`config.mk`:
```
export PLATFORM = sky130hd
export DESIGN_NAME = amp_config_regs
export DESIGN_NICKNAME = d
export VERILOG_FILES = /design/src/amp_pkg.sv /design/src/amp_config_regs.sv /design/src/amp_chan_decode.sv /design/src/amp_adc_src.sv
export SDC_FILE = /design/constraint.sdc
export NUM_CORES = 1
export LEC_CHECK = 0
export BUFFER_PORTS_ARGS = -buffer_cell sky130_fd_sc_hd__buf_4
export CAP_MARGIN = 20
export CORE_UTILIZATION = 53
export CTS_CLUSTER_DIAMETER = 30
export DETAILED_ROUTE_END_ITERATION = 8
export GPL_TIMING_DRIVEN = 0
export PLACE_DENSITY = 0.86
export SLEW_MARGIN = 20
export SYNTH_ARGS = -nofsm -noshare
export SYNTH_HDL_FRONTEND = slang
export SYNTH_HIERARCHICAL = 1
export SYNTH_SLANG_ARGS = --single-unit
```
`constraint.sdc`:
```
create_clock -name sys_clk -period 3.5 [get_ports sys_clk]
set_clock_uncertainty 0.2 [all_clocks]
set_input_delay 0.35 -clock sys_clk [delete_from_list [all_inputs] [get_ports sys_clk]]
set_output_delay 0.35 -clock sys_clk [all_outputs]
set_load 0.01 [all_outputs]
```
`src/amp_pkg.sv`:
```
// constants for the amplifier configuration register bank
// assumes a single 250 MHz system clock and a plain register port
package amp_pkg;

  localparam int unsigned AMP_NUM_CH = 4;
  localparam int unsigned AMP_GAIN_W = 3;
  localparam int unsigned AMP_MULT_W = 5;
  localparam int unsigned AMP_DATA_W = 32;
  localparam int unsigned AMP_SEL_W = 2;

  localparam logic [7:0] AMP_CFG_OFFSET = 8'h34;
  localparam logic [31:0] AMP_CFG_RESET = 32'h0000_0000;

  localparam int unsigned AMP_EN_POS [AMP_NUM_CH] = '{0, 8, 16, 24};
  localparam int unsigned AMP_GAIN_LSB [AMP_NUM_CH] = '{2, 10, 18, 26};

  localparam logic [31:0] AMP_CFG_WMASK = 32'h1d1d_1d1d;

  localparam logic [2:0] AMP_GAIN_EXT = 3'h0;
  localparam logic [2:0] AMP_GAIN_X1 = 3'h1;
  localparam logic [2:0] AMP_GAIN_X2 = 3'h2;
  localparam logic [2:0] AMP_GAIN_X4 = 3'h3;
  localparam logic [2:0] AMP_GAIN_X8 = 3'h4;
  localparam logic [2:0] AMP_GAIN_X10 = 3'h5;
  localparam logic [2:0] AMP_GAIN_X16 = 3'h6;
  localparam logic [2:0] AMP_GAIN_X20 = 3'h7;

  localparam logic [4:0] AMP_MULT_EXT = 5'h00;
  localparam logic [4:0] AMP_MULT_X1 = 5'h01;
  localparam logic [4:0] AMP_MULT_X2 = 5'h02;
  localparam logic [4:0] AMP_MULT_X4 = 5'h04;
  localparam logic [4:0] AMP_MULT_X8 = 5'h08;
  localparam logic [4:0] AMP_MULT_X10 = 5'h0a;
  localparam logic [4:0] AMP_MULT_X16 = 5'h10;
  localparam logic [4:0] AMP_MULT_X20 = 5'h14;

  function automatic logic [4:0] gain_to_mult(input logic [2:0] code);
    logic [4:0] m;
    m = AMP_MULT_EXT;
    case (code)
      AMP_GAIN_X1: m = AMP_MULT_X1;
      AMP_GAIN_X2: m = AMP_MULT_X2;
      AMP_GAIN_X4: m = AMP_MULT_X4;
      AMP_GAIN_X8: m = AMP_MULT_X8;
      AMP_GAIN_X10: m = AMP_MULT_X10;
      AMP_GAIN_X16: m = AMP_MULT_X16;
      AMP_GAIN_X20: m = AMP_MULT_X20;
      default: m = AMP_MULT_EXT;
    endcase
    return m;
  endfunction

endpackage

```
`src/amp_config_regs.sv`:
```
// amplifier configuration register bank with per-channel control outputs
// assumes a plain register port on sys_clk; read data one cycle later
//
// Chosen here: the address-and-strobe port.
`timescale 1ns/10ps
module amp_config_regs #(
  parameter int unsigned ADDR_W = 8,
  parameter int unsigned N_CH = 4
) (
  input wire logic sys_clk,
  input wire logic rst_n,
  input wire logic [ADDR_W-1:0] bus_addr,
  input wire logic [31:0] bus_wdata,
  input wire logic bus_wr,
  input wire logic bus_rd,
  output logic [31:0] bus_rdata,
  output logic bus_err,
  output logic [N_CH-1:0] amp_en,
  output logic [N_CH*3-1:0] amp_gain_sel,
  output logic [N_CH-1:0] amp_ext_mode,
  output logic [N_CH-1:0] amp_pin_gpio,
  output logic [N_CH*5-1:0] amp_gain_mult,
  output logic [N_CH-1:0] amp_changed,
  input wire logic [1:0] adc_sel,
  output logic adc_src_valid,
  output logic [4:0] adc_src_mult
);

  // elaboration checks
  if (ADDR_W < 6 || ADDR_W > 8) begin : gen_bad_addr
    $error("ADDR_W must lie between 6 and 8");
  end
  if (N_CH < 1 || N_CH > amp_pkg::AMP_NUM_CH) begin : gen_bad_ch
    $error("N_CH must lie between 1 and 4");
  end

  // address decode
  logic cfg_hit;
  logic wr_hit;
  logic rd_hit;
  logic acc_miss;

  always_comb begin
    cfg_hit = 1'b0;
    if (bus_addr == amp_pkg::AMP_CFG_OFFSET[ADDR_W-1:0]) begin
      cfg_hit = 1'b1;
    end else begin
      cfg_hit = 1'b0;
    end
  end

  assign wr_hit = bus_wr && cfg_hit;
  assign rd_hit = bus_rd && cfg_hit;
  assign acc_miss = (bus_wr || bus_rd) && !cfg_hit;

  // writable bit mask limited to the channels built
  logic [31:0] live_mask;

  always_comb begin
    live_mask = '0;
    for (int i = 0; i < N_CH; i++) begin
      live_mask[amp_pkg::AMP_EN_POS[i]] = 1'b1;
      live_mask[amp_pkg::AMP_GAIN_LSB[i] +: 3] = 3'h7;
    end
    live_mask = live_mask & amp_pkg::AMP_CFG_WMASK;
  end

  // configuration register
  logic [31:0] cfg_q, cfg_d;

  always_comb begin
    cfg_d = cfg_q;
    if (wr_hit) begin
      cfg_d = bus_wdata & live_mask;
    end
  end

  always_ff @(posedge sys_clk or negedge rst_n) begin
    if (!rst_n) begin
      cfg_q <= amp_pkg::AMP_CFG_RESET;
    end else begin
      cfg_q <= cfg_d;
    end
  end

  // read data and unmapped access flag
  logic [31:0] rdata_q, rdata_d;
  logic err_q, err_d;

  always_comb begin
    rdata_d = 32'h0000_0000;
    if (rd_hit) begin
      rdata_d = cfg_q & live_mask;
    end
    err_d = acc_miss;
  end

  always_ff @(posedge sys_clk or negedge rst_n) begin
    if (!rst_n) begin
      rdata_q <= 32'h0000_0000;
      err_q <= 1'b0;
    end else begin
      rdata_q <= rdata_d;
      err_q <= err_d;
    end
  end

  assign bus_rdata = rdata_q;
  assign bus_err = err_q;

  // field extraction per channel
  logic [N_CH-1:0] fld_en;
  logic [N_CH*3-1:0] fld_gain;

  always_comb begin
    fld_en = '0;
    fld_gain = '0;
    for (int i = 0; i < N_CH; i++) begin
      // channel one bit 0, two bit 8, three bit 16
      fld_en[i] = cfg_q[amp_pkg::AMP_EN_POS[i]];
      // channel one bits 4:2, two bits 12:10
      fld_gain[i*3 +: 3] = cfg_q[amp_pkg::AMP_GAIN_LSB[i] +: 3];
    end
  end

  assign amp_gain_sel = fld_gain;

  // independent decoder per channel
  genvar g;
  generate
    for (g = 0; g < N_CH; g++) begin : gen_ch
      amp_chan_decode u_dec (
        .sys_clk(sys_clk),
        .rst_n(rst_n),
        .cfg_en(fld_en[g]),
        .cfg_gain(fld_gain[g*3 +: 3]),
        .ch_en(amp_en[g]),
        .ch_ext_mode(amp_ext_mode[g]),
        .ch_pin_gpio(amp_pin_gpio[g]),
        .ch_mult(amp_gain_mult[g*5 +: 5]),
        .ch_changed(amp_changed[g])
      );
    end
  endgenerate

  // converter source selection
  amp_adc_src #(
    .N_CH(N_CH)
  ) u_adc (
    .sys_clk(sys_clk),
    .rst_n(rst_n),
    .adc_sel(adc_sel),
    .ch_en(amp_en),
    .ch_mult(amp_gain_mult),
    .src_valid(adc_src_valid),
    .src_mult(adc_src_mult)
  );

endmodule

```
`src/amp_chan_decode.sv`:
```
// one amplifier channel: turns enable and gain code into control levels
// assumes its inputs come from registers on the same clock
`timescale 1ns/10ps
module amp_chan_decode (
  input wire logic sys_clk,
  input wire logic rst_n,
  input wire logic cfg_en,
  input wire logic [2:0] cfg_gain,
  output logic ch_en,
  output logic ch_ext_mode,
  output logic ch_pin_gpio,
  output logic [4:0] ch_mult,
  output logic ch_changed
);

  logic en_q, en_d;
  logic ext_q, ext_d;
  logic gpio_q, gpio_d;
  logic [4:0] mult_q, mult_d;
  logic chg_q, chg_d;

  always_comb begin
    en_d = cfg_en;
    ext_d = (cfg_gain == amp_pkg::AMP_GAIN_EXT);
    gpio_d = (cfg_gain != amp_pkg::AMP_GAIN_EXT);
    mult_d = amp_pkg::gain_to_mult(cfg_gain);
    chg_d = (en_d != en_q) || (mult_d != mult_q) || (ext_d != ext_q);
  end

  always_ff @(posedge sys_clk or negedge rst_n) begin
    if (!rst_n) begin
      en_q <= 1'b0;
      ext_q <= 1'b1;
      gpio_q <= 1'b0;
      mult_q <= amp_pkg::AMP_MULT_EXT;
      chg_q <= 1'b0;
    end else begin
      en_q <= en_d;
      ext_q <= ext_d;
      gpio_q <= gpio_d;
      mult_q <= mult_d;
      chg_q <= chg_d;
    end
  end

  assign ch_en = en_q;
  assign ch_ext_mode = ext_q;
  assign ch_pin_gpio = gpio_q;
  assign ch_mult = mult_q;
  assign ch_changed = chg_q;

endmodule

```
`src/amp_adc_src.sv`:
```
// picks one amplifier output as the converter input source
// assumes select and channel state come from the same clock
`timescale 1ns/10ps
module amp_adc_src #(
  parameter int unsigned N_CH = 4
) (
  input wire logic sys_clk,
  input wire logic rst_n,
  input wire logic [1:0] adc_sel,
  input wire logic [N_CH-1:0] ch_en,
  input wire logic [N_CH*5-1:0] ch_mult,
  output logic src_valid,
  output logic [4:0] src_mult
);

  // a two-bit select cannot reach more than four channels
  if (N_CH < 1 || N_CH > 4) begin : gen_bad_ch
    $error("N_CH must lie between 1 and 4");
  end

  logic valid_q, valid_d;
  logic [4:0] mult_q, mult_d;

  always_comb begin
    valid_d = 1'b0;
    mult_d = amp_pkg::AMP_MULT_EXT;
    for (int i = 0; i < N_CH; i++) begin
      if (adc_sel == i[1:0]) begin
        valid_d = ch_en[i];
        mult_d = ch_mult[i*5 +: 5];
      end
    end
  end

  always_ff @(posedge sys_clk or negedge rst_n) begin
    if (!rst_n) begin
      valid_q <= 1'b0;
      mult_q <= amp_pkg::AMP_MULT_EXT;
    end else begin
      valid_q <= valid_d;
      mult_q <= mult_d;
    end
  end

  assign src_valid = valid_q;
  assign src_mult = mult_q;

endmodule

```
==> results of run 1 <==
## per-stage QoR
step | total power [uW] | setup WS [ns] | cell area [sq um]
global placement | 1260 | 1.66 | 4460
global route | 2220 | 1.66 | 4740
detailed placement | 1270 | 1.64 | 4460
finish | 2140 | 1.64 | 4740
floorplan | 1120 | 1.87 | 3620
CTS | 2150 | 1.67 | 4740
## timing repair
action / 4_1_cts / 5_1_grt
hold buffers: 1 / 0
endpoints found under the hold margin: 71 / 0
setup buffers: 0 / 0
## cells in the final DEF (no fill, tap or decap), drive strengths merged, types with 5 or more instances in the layout
cell type	instances
inv	10
mux2	16
conb	16
mux4	6
and2	28
nand3b	12
nor3b	12
nor2	5
buf	137
clkbuf	14
or4bb	8
dfrtp	71
## cell usage after synthesis
library cell	count	area, sq um
and3b_1	4	35.0
nor4b_4	1	23.8
buf_4	28	210
nand3_4	1	17.5
o41ai_1	4	35.0
mux2_2	6	67.6
o21ai_0	4	20.0
a21oi_1	1	5.00
a211oi_1	4	30.0
buf_2	4	20.0
nor3b_1	12	90.1
nand2b_1	4	25.0
and2b_1	4	30.0
and2_1	16	100
nor2_1	5	18.8
conb_1	1	3.75
a31oi_1	4	25.0
or4bb_1	8	90.1
dfstp_2	4	105
o311ai_1	4	35.0
xnor2_1	4	35.0
o21bai_1	4	30.0
buf_6	6	67.6
mux2_4	10	150
mux4_2	6	135
and2_2	12	90.1
o311a_1	4	40.0
or3_1	4	25.0
or2_2	4	25.0
and3_2	1	7.51
dfrtp_1	71	1780
nand4b_1	4	35.0
clkbuf_2	5	25.0
nand3b_1	12	90.1
inv_1	8	30.0
and4bb_2	1	12.5
## metal layers
layer,vias to the layer above,global-route usage
met2,100,0.400
met4,0,0.118
met3,15,0.0495
met5,-,0
met1,1267,0.294
li1,1185,-
## cell families (layout without fill, tap and decap cells)
| group | after synthesis | count (layout) | synth area share |
|---|---|---|---|
| simple gates | 93 | 93 | 0.201 |
| flops | 75 | 75 | 0.528 |
| compound gates | 29 | 29 | 0.0618 |
| other cells | 1 | 16 | 0.00105 |
| xor+xnor | 4 | 4 | 0.00983 |
| mux | 22 | 22 | 0.0990 |
| buf+inv | 51 | 167 | 0.0990 |
## final cells by class
type                            instances  share of cell area
Inverter                                8             0.00634
Tap cell                               77              0.0203
Clock inverter                          7              0.0309
Sequential cell                        75               0.397
Timing Repair Buffer                  100               0.159
Buffer                                 43              0.0681
Clock buffer                            9              0.0261
Multi-Input combinational cell        164               0.292
## path summary, 6_finish.rpt
kind                          startpoint                     endpoint
hold / removal             bus_wdata[11]                    cfg_q[11]
setup reg to reg               cfg_q[10]   gen_ch[1].u_dec/ch_changed
setup / recovery               cfg_q[10]   gen_ch[1].u_dec/ch_changed
max in group asynchronous          rst_n                    cfg_q[18]
min in group asynchronous          rst_n  gen_ch[0].u_dec/ch_pin_gpio
hold reg to reg                cfg_q[16]        gen_ch[2].u_dec/ch_en
## power breakdown
part           total [uW]  switching (uW)  internal, uW
sequential            962            42.3           919
clock                 886             334           552
combinational         290             125           165
## worst register-to-register path, stage by stage, from the launching register on
cell and delay [ns]:
dfrtp_1 0.45, clkbuf_2 0.21, and2_2 0.24, o41ai_1 0.46, o311ai_1 0.17
## registers in the layout (all words and copies together), names as in the netlist
signal / cells
u_adc/src_mult: 5
gen_ch.u_dec/ch_changed: 4
bus_err: 1
gen_ch.u_dec/ch_mult: 20
u_adc/src_valid: 1
bus_rdata: 16
gen_ch.u_dec/ch_en: 4
gen_ch.u_dec/ch_ext_mode: 4
gen_ch.u_dec/ch_pin_gpio: 4
cfg_q: 16
==> results.py, run 1 <==
metrics = {
    "status": {
        "outcome": "finished, violations left",
        "violations": "DRC",
    },
    "floorplanning": {
        "die_h_um": 84.0,
        "placement_rows": 29,
        "start_util": 0.555,
        "die_area_sq_um": 7050,
        "io_pins": 133,
        "core_area_sq_um": 6420,
        "die_x_um": 84.0,
    },
    "worst_setup_path": {
        "critPathTopFamily": "compound AO/OA/AOI/OAI gates",
        "end_kind": "flip-flop",
        "slowest_stage": "o41ai_1",
        "worst_ep_arrival_time_ns": 1.87,
        "cp.buffers_inverters": 1,
        "slowest_delay_ns": 0.46,
        "cp_num_cells": 4,
        "reg2reg_setup_slack_ns": 1.64,
        "critPathRequiredTime_ns": 3.50,
        "r2r_cells": 4,
        "path_class": "reg2reg",
        "cp_max_fo": 10,
        "worstSetupStartpointType": "flip-flop",
        "worstPathCellList": "clkbuf_2, and2_2, o41ai_1, o311ai_1",
    },
    "timing": {
        "holdWs_ns": 0.0322,
        "post-route-period-util": 0.532,
        "period_needed_ns": 1.86,
        "finalSetupViolCount": 0,
        "hold_violations": 0,
        "maxSlewViolCount": 0,
        "maxSlewHeadroom": 0.387,
        "tightest_slew_ns": 0.920,
        "max_freq_mhz": 537,
        "rsz0062_at_grt": "no",
        "fin_setup_tns_ns": 0,
    },
    "clocking": {
        "numCtsBuffers": 9,
        "cts_max_level": 3,
        "clk_pin_slew_worst_paths_ns": 0.08,
        "cts_tree": "done",
        "clockBufferDepth": 2,
        "cts_resized": 0,
        "worst_skew_pair.late_latency_ns": 0.34,
        "clock-root-buffer": "clkbuf_8",
        "clock-sinks": 75,
    },
    "detailed_routing": {
        "drt-total-wl_um": 7910,
        "drc": 18,
        "wl_met2_um": 4040,
        "drt-pass1-iter-count": 6,
        "dr.max_layer_used": "met4",
        "vias": 2567,
        "wire_per_inst_um": 16.4,
        "drt_iter0_markers": 120,
        "wl_met1_um": 3280,
        "met3WireLength_um": 418,
        "ant_nets": 0,
        "via_per_inst": 5.31,
    },
    "placement": {
        "place.gp.congestion": 0.816,
        "numPortBuffers": 99,
        "dp.cells": 466,
        "dpl.hpwl_um": 5650,
    },
    "hold_path": {
        "hp-class": "in2reg",
        "hold_depth": 2,
    },
    "yosys": {
        "syn_avg_cell_area_sq_um": 13.0,
        "netlist_area_sq_um": 3560,
        "ys_ff_latch": 75,
        "yosysSeqAreaShare": 0.528,
        "postSynthCellCount": 275,
        "synth_cell_type_count": 36,
        "synth_warnings": 6,
    },
    "power": {
        "powerDensity_nw_per_um2": 451,
        "peakVddDrop_v": 0.000249,
        "power_leakage_uw": 0.00245,
    },
    "grt": {
        "grt_pass1_vias": 2615,
        "antenna_found_initial": 0,
        "grt_use_total": 0.239,
        "grt_first_pass_wirelength_um": 12900,
        "grt_max_degree": 76,
        "grt_overflow": 0,
    },
    "finish": {
        "n_fill_cell": 433,
        "regArea_sq_um": 1880,
        "area_growth_pct": 33.0,
        "num-nets-final": 447,
        "fin_util": 0.738,
        "multi_input_area_sq_um": 1380,
        "antennaDiodeCount": 0,
        "final_cells": 483,
        "drive_gt1_frac": 0.502,
    },
    "job": {
        "maxCapViolCount": 0,
    },
}
No activity file was read; power rests on OpenSTA's default activity.
==> inputs of run 2 (changes only) <==
CORE_UTILIZATION = 44   (was 53)
PLACE_DENSITY = 0.76   (was 0.86)
clock period = 1.5 ns   (was 3.5 ns; I/O delays follow)
==> results.py, run 2 (same netlist as run 1, synthesis figures left out) <==
metrics = {
    "clocking": {
        "cts_max_level": 3,
        "clk_pin_slew_worst_paths_ns": 0.08,
        "clockBufferDepth": 2,
        "numCtsBuffers": 9,
        "clock-sinks": 75,
        "worst_skew_pair.late_latency_ns": 0.35,
        "clock-root-buffer": "clkbuf_8",
        "cts_tree": "done",
    },
    "worst_setup_path": {
        "crit_path_start": "cfg_q[28]",
        "worstSetupStartpointType": "flip-flop",
        "worst_ep_arrival_time_ns": 1.70,
        "r2r_end": "gen_ch[3].u_dec/ch_changed",
        "cp_max_fo": 4,
        "end_kind": "flip-flop",
        "critPathRequiredTime_ns": 1.51,
        "path_class": "reg2reg",
        "reg2reg_setup_slack_ns": -0.19,
        "r2r_cells": 4,
        "reg2reg_from": "cfg_q[28]",
        "critical_path.endpoint": "gen_ch[3].u_dec/ch_changed",
    },
    "finish": {
        "layout_common_cells": "buf_4, dfrtp_1, buf_6, dlygate4sd3_1",
        "antennaDiodeCount": 0,
        "largest_register_ffs": 20,
        "fin_util": 0.682,
        "area_growth_pct": 48.8,
        "num-nets-final": 495,
        "mostFrequentLayoutCell": "buf_4",
        "drive_gt1_frac": 0.537,
    },
    "timing": {
        "finalSetupViolCount": 6,
        "rsz0062_at_grt": "yes",
        "tightest_slew_ns": 0.665,
        "period_needed_ns": 1.69,
        "setup_slack_ns": -0.189,
        "maxSlewHeadroom": 0.556,
        "maxSlewViolCount": 0,
        "hold_violations": 0,
        "post-route-period-util": 1.13,
        "max_freq_mhz": 592,
    },
    "hold_path": {
        "hold_depth": 4,
        "hp-class": "in2reg",
    },
    "grt": {
        "grt_util_met2": 0.338,
        "grt_overflow": 0,
        "grt_first_pass_wirelength_um": 13500,
        "grt.met3_usage": 0.0539,
        "antenna_found_initial": 0,
        "grt_use_total": 0.211,
        "global_route.usage.met1": 0.270,
        "grt.busiest_layer": "met2",
        "grt_max_degree": 76,
        "grt_pass1_vias": 2710,
    },
    "floorplanning": {
        "placement_rows": 32,
        "die_h_um": 92.0,
        "die_area_sq_um": 8460,
        "die_x_um": 92.0,
        "core_area_sq_um": 7770,
        "start_util": 0.459,
        "io_pins": 133,
    },
    "detailed_routing": {
        "wire_per_inst_um": 15.5,
        "drt-pass1-iter-count": 4,
        "ant_nets": 0,
        "vias": 2733,
        "via_per_inst": 4.92,
        "drc": 0,
        "drt-total-wl_um": 8630,
        "drt_iter0_markers": 118,
    },
    "power": {
        "powerDensity_nw_per_um2": 867,
        "power_leakage_uw": 0.00266,
        "p_total_uw": 4590,
        "peakVddDrop_v": 0.000490,
    },
    "status": {
        "outcome": "finished, violations left",
        "violations": "setup timing",
    },
    "placement": {
        "place.gp.congestion": 0.837,
        "dpl.hpwl_um": 5370,
        "numPortBuffers": 99,
    },
    "job": {
        "maxCapViolCount": 0,
    },
}
run 2: cell type report:
type                       instances  area, sq um
buffer                            36          292
tap                              102          128
sequential                        75         1890
fill                             552         2470
multi-input combinational        164         1460
clock inverter                     5         55.1
inverter                           8         30.0
clock buffer                      11          131
timing repair buffer             155         1320
run 2: per-stage QoR:
step | hold slack (ns) | cells | setup TNS, ns | setup WS [ns] | cell area [sq um]
after CTS | 0.00733 | 549 | -0.598 | -0.132 | 5170
after floorplan | -0.346 | 290 | -0.251 | -0.0644 | 3620
final | 0.0529 | 556 | -0.722 | -0.189 | 5300
after global routing | 0.0604 | 556 | -1.17 | -0.293 | 5300
after global placement | 0.150 | 491 | -3.39 | -0.210 | 4490
after detailed placement | 0.147 | 491 | -3.93 | -0.237 | 4490
run 2: worst min path at each step:
| stage | from | end |
|---|---|---|
| floorplan | rst_n | bus_err |
| global placement | rst_n | gen_ch[0].u_dec/ch_pin_gpio |
| detailed placement | rst_n | gen_ch[0].u_dec/ch_pin_gpio |
| CTS | bus_wr | cfg_q[19] |
| global route | bus_addr[7] | cfg_q[19] |
| finish | bus_addr[7] | cfg_q[19] |
run 2: where the power goes:
group          internal, uW  leakage [uW]  switching (uW)
clock                   764     0.0000893             750
combinational           507       0.00157             334
sequential             2150       0.00101            91.7
run 2: what timing repair did:
| item | in CTS | in global routing |
|---|---|---|
| setup endpoints to repair | 4 | 21 |
| gates resized for setup | 31 | 24 |
| endpoints found under the hold margin | 94 | 1 |
| pin swaps | 7 | 6 |
| hold buffers | 22 | 1 |
| setup buffers | 20 | 18 |
run 2: critical path: stages, from the launching register on:
cell and delay [ns]:
dfrtp_1 0.40, buf_6 0.13, or4bb_1 0.49, a31oi_1 0.22, o311ai_1 0.11
run 2: metal layers:
metal / vias to the layer above / share of wire
met5: - / 0
met4: 0 / 0.023
met3: 17 / 0.059
met2: 103 / 0.49
met1: 1335 / 0.43
li1: 1278 / -
